--- src/hw/irig_out_defines.vh ---
`ifndef IRIG_OUT_DEFINES_VH
`define IRIG_OUT_DEFINES_VH

// Register byte addresses
`define ADDR_OUT_ENABLE      16'h6060
`define ADDR_DELAY_ADJUST    16'h6068
`define ADDR_LEAP_TIME       16'h606C
`define ADDR_SECONDS         16'h6080
`define ADDR_MINUTES         16'h6084
`define ADDR_HOURS           16'h6088
`define ADDR_DAYS            16'h608C
`define ADDR_YEARS           16'h6090
`define ADDR_CONTROL_FIELD   16'h6094
`define ADDR_BINARY_SECONDS  16'h6098
`define ADDR_WIDTH           16

// Writable field masks, reserved bits read as zero
`define MASK_OUT_ENABLE      32'h0000_0001
`define MASK_DELAY_ADJUST    32'h0000_FFFF
`define MASK_LEAP_TIME       32'h7F01_FF1F
`define MASK_SECONDS         32'h0000_007F
`define MASK_MINUTES         32'h0000_007F
`define MASK_HOURS           32'h0000_003F
`define MASK_DAYS            32'h0000_03FF
`define MASK_YEARS           32'h0000_00FF
`define MASK_CONTROL_FIELD   32'h0003_FFFF
`define MASK_BINARY_SECONDS  32'h0001_FFFF

// Leap second time field positions
`define LEAP_YEAR_HI         30
`define LEAP_YEAR_LO         24
`define LEAP_DAY_HI          16
`define LEAP_DAY_LO          8
`define LEAP_HOUR_HI         4
`define LEAP_HOUR_LO         0

// Register reset value
`define REG_RESET            32'h0000_0000

// AXI responses
`define RESP_OKAY            2'b00
`define RESP_SLVERR          2'b10

// Timing: one output frame per second at 200 MHz
`define CLK_PERIOD_NS        5
`define FRAME_PERIOD_NS      1000000000
`define FRAME_CYCLES         (`FRAME_PERIOD_NS / `CLK_PERIOD_NS)

`endif

--- src/hw/irig_output_time_registers.v ---
// Added by the designer: register access over AXI4-Lite.
`timescale 1ns/100ps
`default_nettype none
`include "irig_out_defines.vh"

module irig_output_time_registers #(
  parameter [31:0] P_FRAME_CYCLES = `FRAME_CYCLES
) (
  // Clock and reset
  input wire i_sys_clk,
  input wire i_nrst,
  // AXI4-Lite write address
  input wire [15:0] i_s_axi_awaddr,
  input wire i_s_axi_awvalid,
  output wire o_s_axi_awready,
  // AXI4-Lite write data
  input wire [31:0] i_s_axi_wdata,
  input wire [3:0] i_s_axi_wstrb,
  input wire i_s_axi_wvalid,
  output wire o_s_axi_wready,
  // AXI4-Lite write response
  output reg [1:0] o_s_axi_bresp,
  output reg o_s_axi_bvalid,
  input wire i_s_axi_bready,
  // AXI4-Lite read address
  input wire [15:0] i_s_axi_araddr,
  input wire i_s_axi_arvalid,
  output wire o_s_axi_arready,
  // AXI4-Lite read data
  output reg [31:0] o_s_axi_rdata,
  output reg [1:0] o_s_axi_rresp,
  output reg o_s_axi_rvalid,
  input wire i_s_axi_rready,
  // Frame data toward the time code encoder
  output reg o_frame_start,
  output reg [6:0] o_frame_seconds,
  output reg [6:0] o_frame_minutes,
  output reg [5:0] o_frame_hours,
  output reg [9:0] o_frame_days,
  output reg [7:0] o_frame_years,
  output reg [17:0] o_frame_control,
  output reg [16:0] o_frame_straight_binary_seconds_of_day,
  output reg o_frame_leap_insert
);

  ////////////////////////////////////////////////////////////////////////////
  // Helpers

  // Byte lane merge, masked to the implemented bits
  function [31:0] lane_merge;
    input [31:0] old_val;
    input [31:0] new_val;
    input [3:0] strb;
    input [31:0] mask;
    integer k;
    begin
      lane_merge = old_val;
      for (k = 0; k < 4; k = k + 1) begin
        if (strb[k]) begin
          lane_merge[k*8 +: 8] = new_val[k*8 +: 8];
        end
      end
      lane_merge = lane_merge & mask;
    end
  endfunction

  // Register map decode shared by both channels so they cannot disagree
  function addr_mapped;
    input [15:0] addr;
    begin
      case (addr)
        `ADDR_OUT_ENABLE, `ADDR_DELAY_ADJUST, `ADDR_LEAP_TIME: addr_mapped = 1'b1;
        `ADDR_SECONDS, `ADDR_MINUTES, `ADDR_HOURS, `ADDR_DAYS: addr_mapped = 1'b1;
        `ADDR_YEARS, `ADDR_CONTROL_FIELD, `ADDR_BINARY_SECONDS: addr_mapped = 1'b1;
        default: addr_mapped = 1'b0;
      endcase
    end
  endfunction

  ////////////////////////////////////////////////////////////////////////////
  // Register storage

  reg [31:0] out_enable_reg;
  reg [31:0] delay_adjust_reg;
  reg [31:0] leap_time_reg;
  reg [31:0] seconds_reg;
  reg [31:0] minutes_reg;
  reg [31:0] hours_reg;
  reg [31:0] days_reg;
  reg [31:0] years_reg;
  reg [31:0] control_field_reg;
  reg [31:0] binary_seconds_reg;

  ////////////////////////////////////////////////////////////////////////////
  // Write channel: address and data held independently, either order

  reg aw_held_reg;
  reg w_held_reg;
  reg [15:0] aw_addr_reg;
  reg [31:0] w_data_reg;
  reg [3:0] w_strb_reg;
  wire do_write;
  wire addr_hit;
  wire enable_toggle;
  wire [31:0] enable_next;

  // Accept each channel only once per write, and not while a response waits
  assign o_s_axi_awready = ~aw_held_reg & ~o_s_axi_bvalid;
  assign o_s_axi_wready = ~w_held_reg & ~o_s_axi_bvalid;
  assign do_write = aw_held_reg & w_held_reg & ~o_s_axi_bvalid;

  // Unmapped words store nothing and answer with an error
  assign addr_hit = addr_mapped(aw_addr_reg);

  // A write that changes the enable bit in either direction is a toggle
  // Rewriting the same value is no toggle, so a refresh keeps the settings
  assign enable_next = lane_merge(out_enable_reg, w_data_reg, w_strb_reg, `MASK_OUT_ENABLE);
  assign enable_toggle = do_write && (aw_addr_reg == `ADDR_OUT_ENABLE) &&
    (enable_next != out_enable_reg);

  // Channel capture and response
  always @(posedge i_sys_clk or negedge i_nrst) begin
    if (!i_nrst) begin
      aw_held_reg <= 1'b0;
      w_held_reg <= 1'b0;
      aw_addr_reg <= 16'h0000;
      w_data_reg <= `REG_RESET;
      w_strb_reg <= 4'h0;
      o_s_axi_bvalid <= 1'b0;
      o_s_axi_bresp <= `RESP_OKAY;
    end else begin
      if (i_s_axi_awvalid && o_s_axi_awready) begin
        aw_held_reg <= 1'b1;
        aw_addr_reg <= {i_s_axi_awaddr[15:2], 2'b00};
      end
      if (i_s_axi_wvalid && o_s_axi_wready) begin
        w_held_reg <= 1'b1;
        w_data_reg <= i_s_axi_wdata;
        w_strb_reg <= i_s_axi_wstrb;
      end
      if (do_write) begin
        aw_held_reg <= 1'b0;
        w_held_reg <= 1'b0;
        o_s_axi_bvalid <= 1'b1;
        o_s_axi_bresp <= addr_hit ? `RESP_OKAY : `RESP_SLVERR;
      end else if (o_s_axi_bvalid && i_s_axi_bready) begin
        o_s_axi_bvalid <= 1'b0;
      end
    end
  end

  // Register updates; a toggle of the enable wipes every setting
  always @(posedge i_sys_clk or negedge i_nrst) begin
    if (!i_nrst) begin
      out_enable_reg <= `REG_RESET;
      delay_adjust_reg <= `REG_RESET;
      leap_time_reg <= `REG_RESET;
      seconds_reg <= `REG_RESET;
      minutes_reg <= `REG_RESET;
      hours_reg <= `REG_RESET;
      days_reg <= `REG_RESET;
      years_reg <= `REG_RESET;
      control_field_reg <= `REG_RESET;
      binary_seconds_reg <= `REG_RESET;
    end else if (enable_toggle) begin
      out_enable_reg <= enable_next;
      delay_adjust_reg <= `REG_RESET;
      leap_time_reg <= `REG_RESET;
      seconds_reg <= `REG_RESET;
      minutes_reg <= `REG_RESET;
      hours_reg <= `REG_RESET;
      days_reg <= `REG_RESET;
      years_reg <= `REG_RESET;
      control_field_reg <= `REG_RESET;
      binary_seconds_reg <= `REG_RESET;
    end else if (do_write) begin
      case (aw_addr_reg)
        `ADDR_DELAY_ADJUST: begin
          delay_adjust_reg <= lane_merge(delay_adjust_reg, w_data_reg, w_strb_reg,
            `MASK_DELAY_ADJUST);
        end
        `ADDR_LEAP_TIME: begin
          // Year, day and hour fields in one word
          leap_time_reg <= lane_merge(leap_time_reg, w_data_reg, w_strb_reg,
            `MASK_LEAP_TIME);
        end
        `ADDR_SECONDS: begin
          seconds_reg <= lane_merge(seconds_reg, w_data_reg, w_strb_reg, `MASK_SECONDS);
        end
        `ADDR_MINUTES: begin
          minutes_reg <= lane_merge(minutes_reg, w_data_reg, w_strb_reg, `MASK_MINUTES);
        end
        `ADDR_HOURS: begin
          hours_reg <= lane_merge(hours_reg, w_data_reg, w_strb_reg, `MASK_HOURS);
        end
        `ADDR_DAYS: begin
          days_reg <= lane_merge(days_reg, w_data_reg, w_strb_reg, `MASK_DAYS);
        end
        `ADDR_YEARS: begin
          years_reg <= lane_merge(years_reg, w_data_reg, w_strb_reg, `MASK_YEARS);
        end
        `ADDR_CONTROL_FIELD: begin
          control_field_reg <= lane_merge(control_field_reg, w_data_reg, w_strb_reg,
            `MASK_CONTROL_FIELD);
        end
        `ADDR_BINARY_SECONDS: begin
          binary_seconds_reg <= lane_merge(binary_seconds_reg, w_data_reg, w_strb_reg,
            `MASK_BINARY_SECONDS);
        end
        default: begin
          out_enable_reg <= out_enable_reg;
        end
      endcase
    end
  end

  ////////////////////////////////////////////////////////////////////////////
  // Read channel: one cycle to data, held until taken

  reg [31:0] rd_mux;
  reg rd_hit;
  wire [15:0] rd_addr;

  assign o_s_axi_arready = ~o_s_axi_rvalid;
  // Word aligned read address, low byte lanes ignored
  assign rd_addr = {i_s_axi_araddr[15:2], 2'b00};

  // Read decode; reserved bits already zero in storage
  always @* begin
    rd_mux = `REG_RESET;
    rd_hit = addr_mapped(rd_addr);
    case (rd_addr)
      `ADDR_OUT_ENABLE: rd_mux = out_enable_reg;
      `ADDR_DELAY_ADJUST: rd_mux = delay_adjust_reg;
      `ADDR_LEAP_TIME: rd_mux = leap_time_reg;
      `ADDR_SECONDS: rd_mux = seconds_reg;
      `ADDR_MINUTES: rd_mux = minutes_reg;
      `ADDR_HOURS: rd_mux = hours_reg;
      `ADDR_DAYS: rd_mux = days_reg;
      `ADDR_YEARS: rd_mux = years_reg;
      `ADDR_CONTROL_FIELD: rd_mux = control_field_reg;
      `ADDR_BINARY_SECONDS: rd_mux = binary_seconds_reg;
      default: rd_mux = `REG_RESET;
    endcase
  end

  // Read response
  always @(posedge i_sys_clk or negedge i_nrst) begin
    if (!i_nrst) begin
      o_s_axi_rvalid <= 1'b0;
      o_s_axi_rdata <= `REG_RESET;
      o_s_axi_rresp <= `RESP_OKAY;
    end else if (i_s_axi_arvalid && o_s_axi_arready) begin
      o_s_axi_rvalid <= 1'b1;
      o_s_axi_rdata <= rd_mux;
      o_s_axi_rresp <= rd_hit ? `RESP_OKAY : `RESP_SLVERR;
    end else if (o_s_axi_rvalid && i_s_axi_rready) begin
      o_s_axi_rvalid <= 1'b0;
    end
  end

  ////////////////////////////////////////////////////////////////////////////
  // Frame timing

  reg [31:0] sec_count_reg;
  wire [31:0] sec_last;
  wire [31:0] adjust_cycles;
  wire [31:0] start_point;
  wire leap_match;

  assign sec_last = P_FRAME_CYCLES - 32'h0000_0001;
  // Adjust counts clock cycles; clamp so the start stays inside the second
  // Limitation: a large jump of the adjust mid second can bring two markers close
  assign adjust_cycles = (delay_adjust_reg > sec_last) ? sec_last : delay_adjust_reg;
  // Start earlier than the boundary by the adjust value
  assign start_point = sec_last - adjust_cycles;

  // Free running second base, restarted on any enable toggle
  always @(posedge i_sys_clk or negedge i_nrst) begin
    if (!i_nrst) begin
      sec_count_reg <= 32'h0000_0000;
    end else if (enable_toggle || sec_count_reg == sec_last) begin
      sec_count_reg <= 32'h0000_0000;
    end else begin
      sec_count_reg <= sec_count_reg + 32'h0000_0001;
    end
  end

  // Leap second due when the frame time reaches the scheduled hour
  assign leap_match =
    (years_reg[`LEAP_YEAR_HI-`LEAP_YEAR_LO:0] ==
      leap_time_reg[`LEAP_YEAR_HI:`LEAP_YEAR_LO]) &&
    (days_reg[`LEAP_DAY_HI-`LEAP_DAY_LO:0] ==
      leap_time_reg[`LEAP_DAY_HI:`LEAP_DAY_LO]) &&
    (hours_reg[`LEAP_HOUR_HI-`LEAP_HOUR_LO:0] ==
      leap_time_reg[`LEAP_HOUR_HI:`LEAP_HOUR_LO]);

  // Frame data snapshot at the shifted start so fields cannot tear mid frame
  always @(posedge i_sys_clk or negedge i_nrst) begin
    if (!i_nrst) begin
      o_frame_start <= 1'b0;
      o_frame_seconds <= 7'h00;
      o_frame_minutes <= 7'h00;
      o_frame_hours <= 6'h00;
      o_frame_days <= 10'h000;
      o_frame_years <= 8'h00;
      o_frame_control <= 18'h00000;
      o_frame_straight_binary_seconds_of_day <= 17'h00000;
      o_frame_leap_insert <= 1'b0;
    end else if (enable_toggle) begin
      o_frame_start <= 1'b0;
      o_frame_seconds <= 7'h00;
      o_frame_minutes <= 7'h00;
      o_frame_hours <= 6'h00;
      o_frame_days <= 10'h000;
      o_frame_years <= 8'h00;
      o_frame_control <= 18'h00000;
      o_frame_straight_binary_seconds_of_day <= 17'h00000;
      o_frame_leap_insert <= 1'b0;
    end else if (out_enable_reg[0] && sec_count_reg == start_point) begin
      o_frame_start <= 1'b1;
      o_frame_seconds <= seconds_reg[6:0];
      o_frame_minutes <= minutes_reg[6:0];
      o_frame_hours <= hours_reg[5:0];
      o_frame_days <= days_reg[9:0];
      o_frame_years <= years_reg[7:0];
      o_frame_control <= control_field_reg[17:0];
      o_frame_straight_binary_seconds_of_day <= binary_seconds_reg[16:0];
      o_frame_leap_insert <= leap_match;
    end else begin
      o_frame_start <= 1'b0;
    end
  end

endmodule // irig_output_time_registers

`default_nettype wire

--- config.mk ---
export PLATFORM = sky130hd
export DESIGN_NAME = irig_output_time_registers
export DESIGN_NICKNAME = d
export VERILOG_FILES = /design/src/hw/irig_output_time_registers.v
export VERILOG_INCLUDE_DIRS = /design/src /design/src/hw
export SDC_FILE = /design/constraint.sdc
export NUM_CORES = 1
export LEC_CHECK = 0
export ABC_AREA = 0
export BUFFER_PORTS_ARGS = -buffer_cell sky130_fd_sc_hd__buf_2
export CORE_MARGIN = 4
export CORE_UTILIZATION = 50
export DETAILED_ROUTE_END_ITERATION = 7
export PLACE_DENSITY = 0.69
export SYNTH_ARGS = -nofsm -noshare
export SYNTH_HDL_FRONTEND = slang
export SYNTH_SLANG_ARGS = --single-unit
export TNS_END_PERCENT = 100
--- constraint.sdc ---
create_clock -name i_sys_clk -period 7.8 [get_ports i_sys_clk]
set_clock_uncertainty 0.15 [all_clocks]
set_input_delay 1.17 -clock i_sys_clk [delete_from_list [all_inputs] [get_ports i_sys_clk]]
set_output_delay 1.17 -clock i_sys_clk [all_outputs]
set_load 0.005 [all_outputs]
==> metrics.md, run 1 <==
| Metric | Value |
|---|---|
| Outcome | `finished clean` |
| Final ANT Viol Nets | `0` |
| Path class of the lowest-slack min-delay path | `reg2reg` |
| 1st-pass router iterations | `7` |
| Post-synthesis register bit count | `between 200 and 300` |
| Cells after synthesis | `1272` |
| TritonCTS clock tree | `built` |
| Placement-stage worst setup slack | `approximately 3.8 ns` |
| Count of boundary I/O pins | `about 190` |
| Via count of the first global-routing pass | `10.3k` |
| Clock latency on the worst-skew pair | `0.56 ns` |
| Setup repair after global routing missed its margin | `no` |
| Synth top area share | `about half` |
| Clock Pin Slew Worst Setup and Hold Paths | `0.06 ns` |
| Slew Limit Fails | `0` |
| Top cells by area, synth | `sky130_fd_sc_hd__dfrtp_1, sky130_fd_sc_hd__mux2_2, sky130_fd_sc_hd__mux2i_1` |
| Number of antenna cells inserted | `0` |
| Mean cell area of the mapped netlist | `between 10 and 15 um2` |
| List of most frequent post-synthesis cells | `sky130_fd_sc_hd__dfrtp_1, sky130_fd_sc_hd__nand2_1, sky130_fd_sc_hd__mux2_2` |
| Die width | `176 um` |
| Register area share after synthesis | `51.6%` |
| Critical path data arrival time | `roughly 4.2 ns` |
| Power density over cell area | `about 230 mW/mm2` |
| Period Utilization, post-route | `between 50% and 60%` |
| Leakage | `around 7.6 nW` |
| Post-synth EDFFs | `0` |
| Final WL | `roughly 37000 um` |
| Storage element area | `0.00731 mm2` |
| Number of placement rows | `just over 60` |
| Type of the worst setup path | `reg2reg` |
| Final core utilization | `58.2%` |
| Post-CTS setup repair buffer count | `0` |
| Placeable core region | `between 0.02 and 0.03 mm2` |
| Setup slack after layout | `3.88 ns` |
| Avg WL per Cell | `a little over 20 um` |
| Share of post-route cells with drive strength above 1 | `between 20% and 30%` |
| Initial antenna violation count | `0` |
| Number of buffer cells added on primary ports | `between 150 and 200` |
| Count of final hold-check violations | `0` |
| Y dimension of the die | `roughly 180 um` |
| Worst-case headroom to the max-slew limit | `16.0%` |
| Total clock buffers created by CTS | `31` |
| Fill cell count | `2421` |
| Pin count of the biggest net entering global routing | `~110` |
| Total setup violations reported at the end of the flow | `0` |
| Highest Clock Rate | `roughly 0.26 GHz` |
| Leftover overflow at the end of global routing | `0` |
| Average via count per standard cell | `5.75` |
| Total DRC errors in the routed layout | `0` |
| Area Overhead vs Synth | `14.6%` |
| Async set or reset register ratio after synthesis | `100%` |
| Post-synthesis cell type with the largest combined area | `sky130_fd_sc_hd__dfrtp_1` |
| Global router's overall resource usage | `23.7%` |
| Final HPWL from detailed placement | `approximately 27000 um` |
| Number of nets in the final layout | `about 1.5k` |
| Number of flip-flops under the largest register name | `32` |
| Summed instance area of the synthesized netlist | `0.0142 mm2` |
| Initial detailed-routing violation count | `934` |
| CP Launch Type | `flop` |
| Routability Congestion | `0.893` |
| TritonCTS Sinks | `292` |
| Area of the die | `just over 0.03 mm2` |
| Total of warnings raised by yosys | `0` |
| Required time at the endpoint of the critical path | `8.09 ns` |
| Effective utilization at floorplan | `between 50% and 60%` |
| Number of buffers inserted by hold repair at cts | `0` |
| Max H-tree Level | `1` |
| Area occupied by multi-input gates | `roughly 0.0064 mm2` |
| Max-cap violations | `0` |
| Synth cell types | `77` |
| Global-route wire length before repair | `just under 60000 um` |
| Setup TNS | `0 ns` |
| Most used flip-flop cell after synthesis | `sky130_fd_sc_hd__dfrtp_1` |
| CTS resizes | `0` |
| Endpoint type of the worst setup path | `flop` |
| Maximum resistive drop on vdd | `221 uV` |
| Most repeated cell in the gate-level netlist after synthesis | `sky130_fd_sc_hd__dfrtp_1` |
| Measured slew at the worst slew-check pin | `1.25 ns` |
| Time the final worst path needs with I/O delays and setup | `around 4 ns` |
| Total number of vias | `10.4k` |
| Cell at the root of the clock tree | `sky130_fd_sc_hd__clkbuf_16` |
| Maximum buffer depth of the clock tree | `3` |
| Largest driver fanout on the critical path | `102` |
## critical path: stages, from the launching register on
cell                       delay, ns
sky130_fd_sc_hd__dfrtp_1        0.40
sky130_fd_sc_hd__or4b_4         0.58
sky130_fd_sc_hd__nor3_4         0.31
sky130_fd_sc_hd__nand4b_4       0.75
sky130_fd_sc_hd__buf_4          0.71
sky130_fd_sc_hd__a21oi_4        0.49
sky130_fd_sc_hd__mux2_2         0.39
## where the power goes
| group | internal, mW | switching (mW) | leakage (nW) |
|---|---|---|---|
| registers | 1.65 | 0.178 | 3.96 |
| logic | 0.227 | 0.264 | 3.15 |
| clock network | 0.861 | 0.596 | 0.505 |
| total | 2.74 | 1.04 | 7.62 |
## cells in the final DEF (no fill, tap or decap), types with 25 or more instances in the layout
cell type | netlist | layout
sky130_fd_sc_hd__o21ai_0 | 27 | 27
sky130_fd_sc_hd__buf_2 | 13 | 169
sky130_fd_sc_hd__nand3_1 | 25 | 25
sky130_fd_sc_hd__nor2_1 | 81 | 81
sky130_fd_sc_hd__mux2i_1 | 114 | 114
sky130_fd_sc_hd__dfrtp_1 | 292 | 292
sky130_fd_sc_hd__nand4_1 | 28 | 28
sky130_fd_sc_hd__xnor2_1 | 49 | 49
sky130_fd_sc_hd__nand2_1 | 193 | 193
sky130_fd_sc_hd__mux2_2 | 117 | 117
sky130_fd_sc_hd__clkbuf_16 | 0 | 31
## metal layers
metal	vias up	share of wire (%)	GRT usage [%]
met5	-	0	0
met3	68	7.7	5.01
met4	0	2.9	6.53
met1	5198	45	34.5
met2	379	45	36.2
li1	4766	-	-
## path summary, 6_finish.rpt
kind                                         end         startpoint  cells after the start  slack [ns]
max                         control_field_reg[1]    aw_addr_reg[11]                      6        3.88
min                            o_s_axi_rdata[17]  o_s_axi_rdata[17]                      2        0.32
max reg2reg                 control_field_reg[1]    aw_addr_reg[11]                      6        3.88
min reg2reg                    o_s_axi_rdata[17]  o_s_axi_rdata[17]                      2        0.32
max in group asynchronous  binary_seconds_reg[1]             i_nrst                      2        5.42
min in group asynchronous       o_frame_years[5]             i_nrst                      1        0.51
## logic make-up (layout without fill, tap and decap cells)
| logic type | count (synthesis) | in the layout | synth area share (%) |
|---|---|---|---|
| flops | 292 | 292 | 51.6 |
| fa+ha+maj | 2 | 2 | 0.177 |
| simple gates | 450 | 450 | 16.0 |
| mux | 233 | 233 | 17.7 |
| xor+xnor | 70 | 70 | 4.33 |
| other cells | 1 | 9 | 0.0265 |
| buf+inv | 104 | 257 | 3.59 |
| compound gates | 120 | 120 | 6.56 |
## cell type report
class                   instances  share of cell area, %
clock buffers                  45                   5.54
clock inverters                11                  0.717
inverters                      21                  0.486
multi-input cells             884                   39.5
flip-flops and latches        292                   45.0
well taps                     378                   2.91
repair buffers                180                   5.85
## per-stage QoR
step / hold slack (ns) / instances / instance area, um2 / power, mW
after detailed placement: 0.309 / 1755 / 15200 / 2.35
after global routing: 0.349 / 1811 / 16200 / 3.94
final: 0.320 / 1811 / 16200 / 3.78
after global placement: 0.315 / 1755 / 15200 / 2.33
after floorplan: 0.313 / 1280 / 14200 / 2.14
after CTS: 0.322 / 1811 / 16200 / 3.80
No activity file was read; power rests on OpenSTA's default activity.
==> run 2: changes to the inputs <==
--- a/config.mk
+++ b/config.mk
@@ -11,7 +11,7 @@
 export CORE_MARGIN = 4
 export CORE_UTILIZATION = 50
 export DETAILED_ROUTE_END_ITERATION = 7
-export PLACE_DENSITY = 0.69
+export PLACE_DENSITY = 0.72
 export SYNTH_ARGS = -nofsm -noshare
 export SYNTH_HDL_FRONTEND = slang
 export SYNTH_SLANG_ARGS = --single-unit
==> constraint.sdc (replaced) <==
create_clock -name i_sys_clk -period 3.51 [get_ports i_sys_clk]
set_clock_uncertainty 0.15 [all_clocks]
set_input_delay 0.5265 -clock i_sys_clk [delete_from_list [all_inputs] [get_ports i_sys_clk]]
set_output_delay 0.5265 -clock i_sys_clk [all_outputs]
set_load 0.005 [all_outputs]
==> run 2 against run 1 <==
Against the previous run:
- worst hold slack got worse by 0.27 ns
- core utilization increased by 0.85 points
- highest routed layer unchanged
- critical path depth increased by 2
- sequential cell count unchanged
- combinational power increased by 140%
- fmax increased by 32%
- register-to-register slack got worse by 3.3 ns
- total power increased by 120%
- worst setup slack got worse by 3.3 ns
- via count increased by 1.7%
- final cell count increased by 1.2%
- non-clock buffer count increased by 24
- largest power group unchanged
==> metrics.md, run 2 (same netlist as run 1, synthesis figures left out) <==
| Metric | Value |
|---|---|
| Outcome | `finished clean` |
| Period Utilization, post-route | `between 80% and 90%` |
| Y dimension of the die | `~180 um` |
| CTS resizes | `0` |
| Max-cap violations | `0` |
| Power density over cell area | `between 500 and 600 mW/mm2` |
| Critical path data arrival time | `approximately 3.3 ns` |
| Total DRC errors in the routed layout | `0` |
| Average via count per standard cell | `5.78` |
| Effective utilization at floorplan | `50.8%` |
| Setup TNS | `0 ns` |
| Most common cell after layout, fill and taps aside | `sky130_fd_sc_hd__dfrtp_1` |
| Worst R2R End | `o_frame_hours[5]` |
| Required time at the endpoint of the critical path | `3.83 ns` |
| Number of flip-flops under the largest register name | `32` |
| Clock Pin Slew Worst Setup and Hold Paths | `0.06 ns` |
| Reg2Reg Depth | `8` |
| Number of antenna cells inserted | `0` |
| Total setup violations reported at the end of the flow | `0` |
| Initial antenna violation count | `0` |
| Maximum resistive drop on vdd | `roughly 450 uV` |
| Worst hold path depth | `2` |
| Final cell count without fillers | `between 1.5k and 2k` |
| Most used cells in the layout excluding fill and tap cells | `sky130_fd_sc_hd__dfrtp_1, sky130_fd_sc_hd__nand2_1, sky130_fd_sc_hd__buf_2, sky130_fd_sc_hd__mux2_2, sky130_fd_sc_hd__mux2i_1` |
| Leftover overflow at the end of global routing | `0` |
| Highest Clock Rate | `0.337 GHz` |
| Global-route wire length before repair | `59800 um` |
| Hold path startpoint | `i_s_axi_wdata[28]` |
| Number of nets in the final layout | `1511` |
| Final ANT Viol Nets | `0` |
| Final HPWL from detailed placement | `around 27000 um` |
| Count of final hold-check violations | `0` |
| Cell at the root of the clock tree | `sky130_fd_sc_hd__clkbuf_16` |
| Slew Limit Fails | `0` |
| Placeable core region | `~0.028 mm2` |
| Die width | `about 180 um` |
| Number of placement rows | `approximately 60` |
| Time the final worst path needs with I/O delays and setup | `slightly below 3 ns` |
| Share of post-route cells with drive strength above 1 | `27.2%` |
| Total instance count after detailed placement | `roughly 1.8k` |
| Type of the worst setup path | `reg2reg` |
| CP Launch Type | `flop` |
| Measured slew at the worst slew-check pin | `0.964 ns` |
| Total number of vias | `roughly 11k` |
| R2R Path Start | `delay_adjust_reg[9]` |
| Maximum buffer depth of the clock tree | `3` |
| Count of boundary I/O pins | `191` |
| Initial detailed-routing violation count | `just under 900` |
| Via count of the first global-routing pass | `~11k` |
| Endpoint type of the worst setup path | `flop` |
| TritonCTS clock tree | `built` |
| Global router's overall resource usage | `between 20 and 25%` |
| Routability Congestion | `0.901` |
| Setup slack of the most critical reg-to-reg path | `~0.54 ns` |
| Pin count of the biggest net entering global routing | `96` |
| Max H-tree Level | `1` |
| Leakage | `roughly 7.7 nW` |
| Largest driver fanout on the critical path | `37` |
| TritonCTS Sinks | `292` |
| Final core utilization | `59.1%` |
| Number of buffer cells added on primary ports | `170` |
| 1st-pass router iterations | `7` |
| Total clock buffers created by CTS | `31` |
| Fill cell count | `2355` |
| Path class of the lowest-slack min-delay path | `in2reg` |
| Final WL | `between 30000 and 40000 um` |
| Worst-case headroom to the max-slew limit | `35.1%` |
| Avg WL per Cell | `between 20 and 25 um` |
| Hold worst-path end | `w_data_reg[28]` |
| Setup repair after global routing missed its margin | `no` |
| Clock latency on the worst-skew pair | `about 0.55 ns` |
| Area of the die | `~0.031 mm2` |
| Area Overhead vs Synth | `16.3%` |
run 2: metal layers:
layer / routed length, um / vias to the layer above / GRT usage (%)
met4: 1170 / 0 / 7.57
met2: 17500 / 391 / 37.8
met5: 0 / - / 0
met3: 2730 / 78 / 4.00
met1: 16300 / 5333 / 34.9
li1: - / 4784 / -
run 2: metrics by stage:
stage	cell area (um2)	worst slack, ns	power (mW)	hold slack, ns
2_1_floorplan	14200	1.04	4.77	0.0809
3_3_place_gp	15400	0.582	5.20	0.314
3_5_place_dp	15400	0.566	5.25	0.320
4_1_cts	16500	0.541	8.52	0.0318
5_1_grt	16500	0.349	8.83	0.0347
6_report	16500	0.544	8.46	0.0520
run 2: worst max path at each step:
stage                        start  depth (start not counted)                  to  slack (ns)
2_1_floorplan  delay_adjust_reg[9]                          9  o_frame_control[0]        1.04
5_1_grt        delay_adjust_reg[9]                          8  o_frame_seconds[4]        0.35
4_1_cts        delay_adjust_reg[9]                          8    o_frame_hours[5]        0.54
6_report       delay_adjust_reg[9]                          8    o_frame_hours[5]        0.54
3_3_place_gp   delay_adjust_reg[9]                          8     o_frame_days[9]        0.58
3_5_place_dp   delay_adjust_reg[9]                          8     o_frame_days[9]        0.57
run 2: power by group:
group,internal (mW),switching [mW]
clock,1.96,1.29
combinational,0.521,0.639
sequential,3.67,0.372
total,6.15,2.30
run 2: cell type report:
class                           count  area, um2  area share [%]
Multi-Input combinational cell    884       6400            38.9
Tap cell                          378        473            2.87
Clock buffer                       48        940            5.71
Sequential cell                   292       7310            44.4
Clock inverter                      5       75.1           0.456
Timing Repair Buffer              204       1190            7.20
Inverter                           21       78.8           0.479
run 2: worst max-delay path, stage by stage (launching register included):
cell                       delay, ns
sky130_fd_sc_hd__dfrtp_1        0.46
sky130_fd_sc_hd__inv_1          0.07
sky130_fd_sc_hd__ha_1           0.31
sky130_fd_sc_hd__xnor2_1        0.19
sky130_fd_sc_hd__or4b_1         0.45
sky130_fd_sc_hd__nor4_1         0.24
sky130_fd_sc_hd__o2111a_4       0.44
sky130_fd_sc_hd__buf_12         0.30
sky130_fd_sc_hd__mux2i_1        0.25
run 2: repair_timing:
action	4_1_cts	5_1_grt
hold buffers	3	0
hold endpoints to repair	93	0
setup endpoints to repair	0	0
buffers inserted	0	0
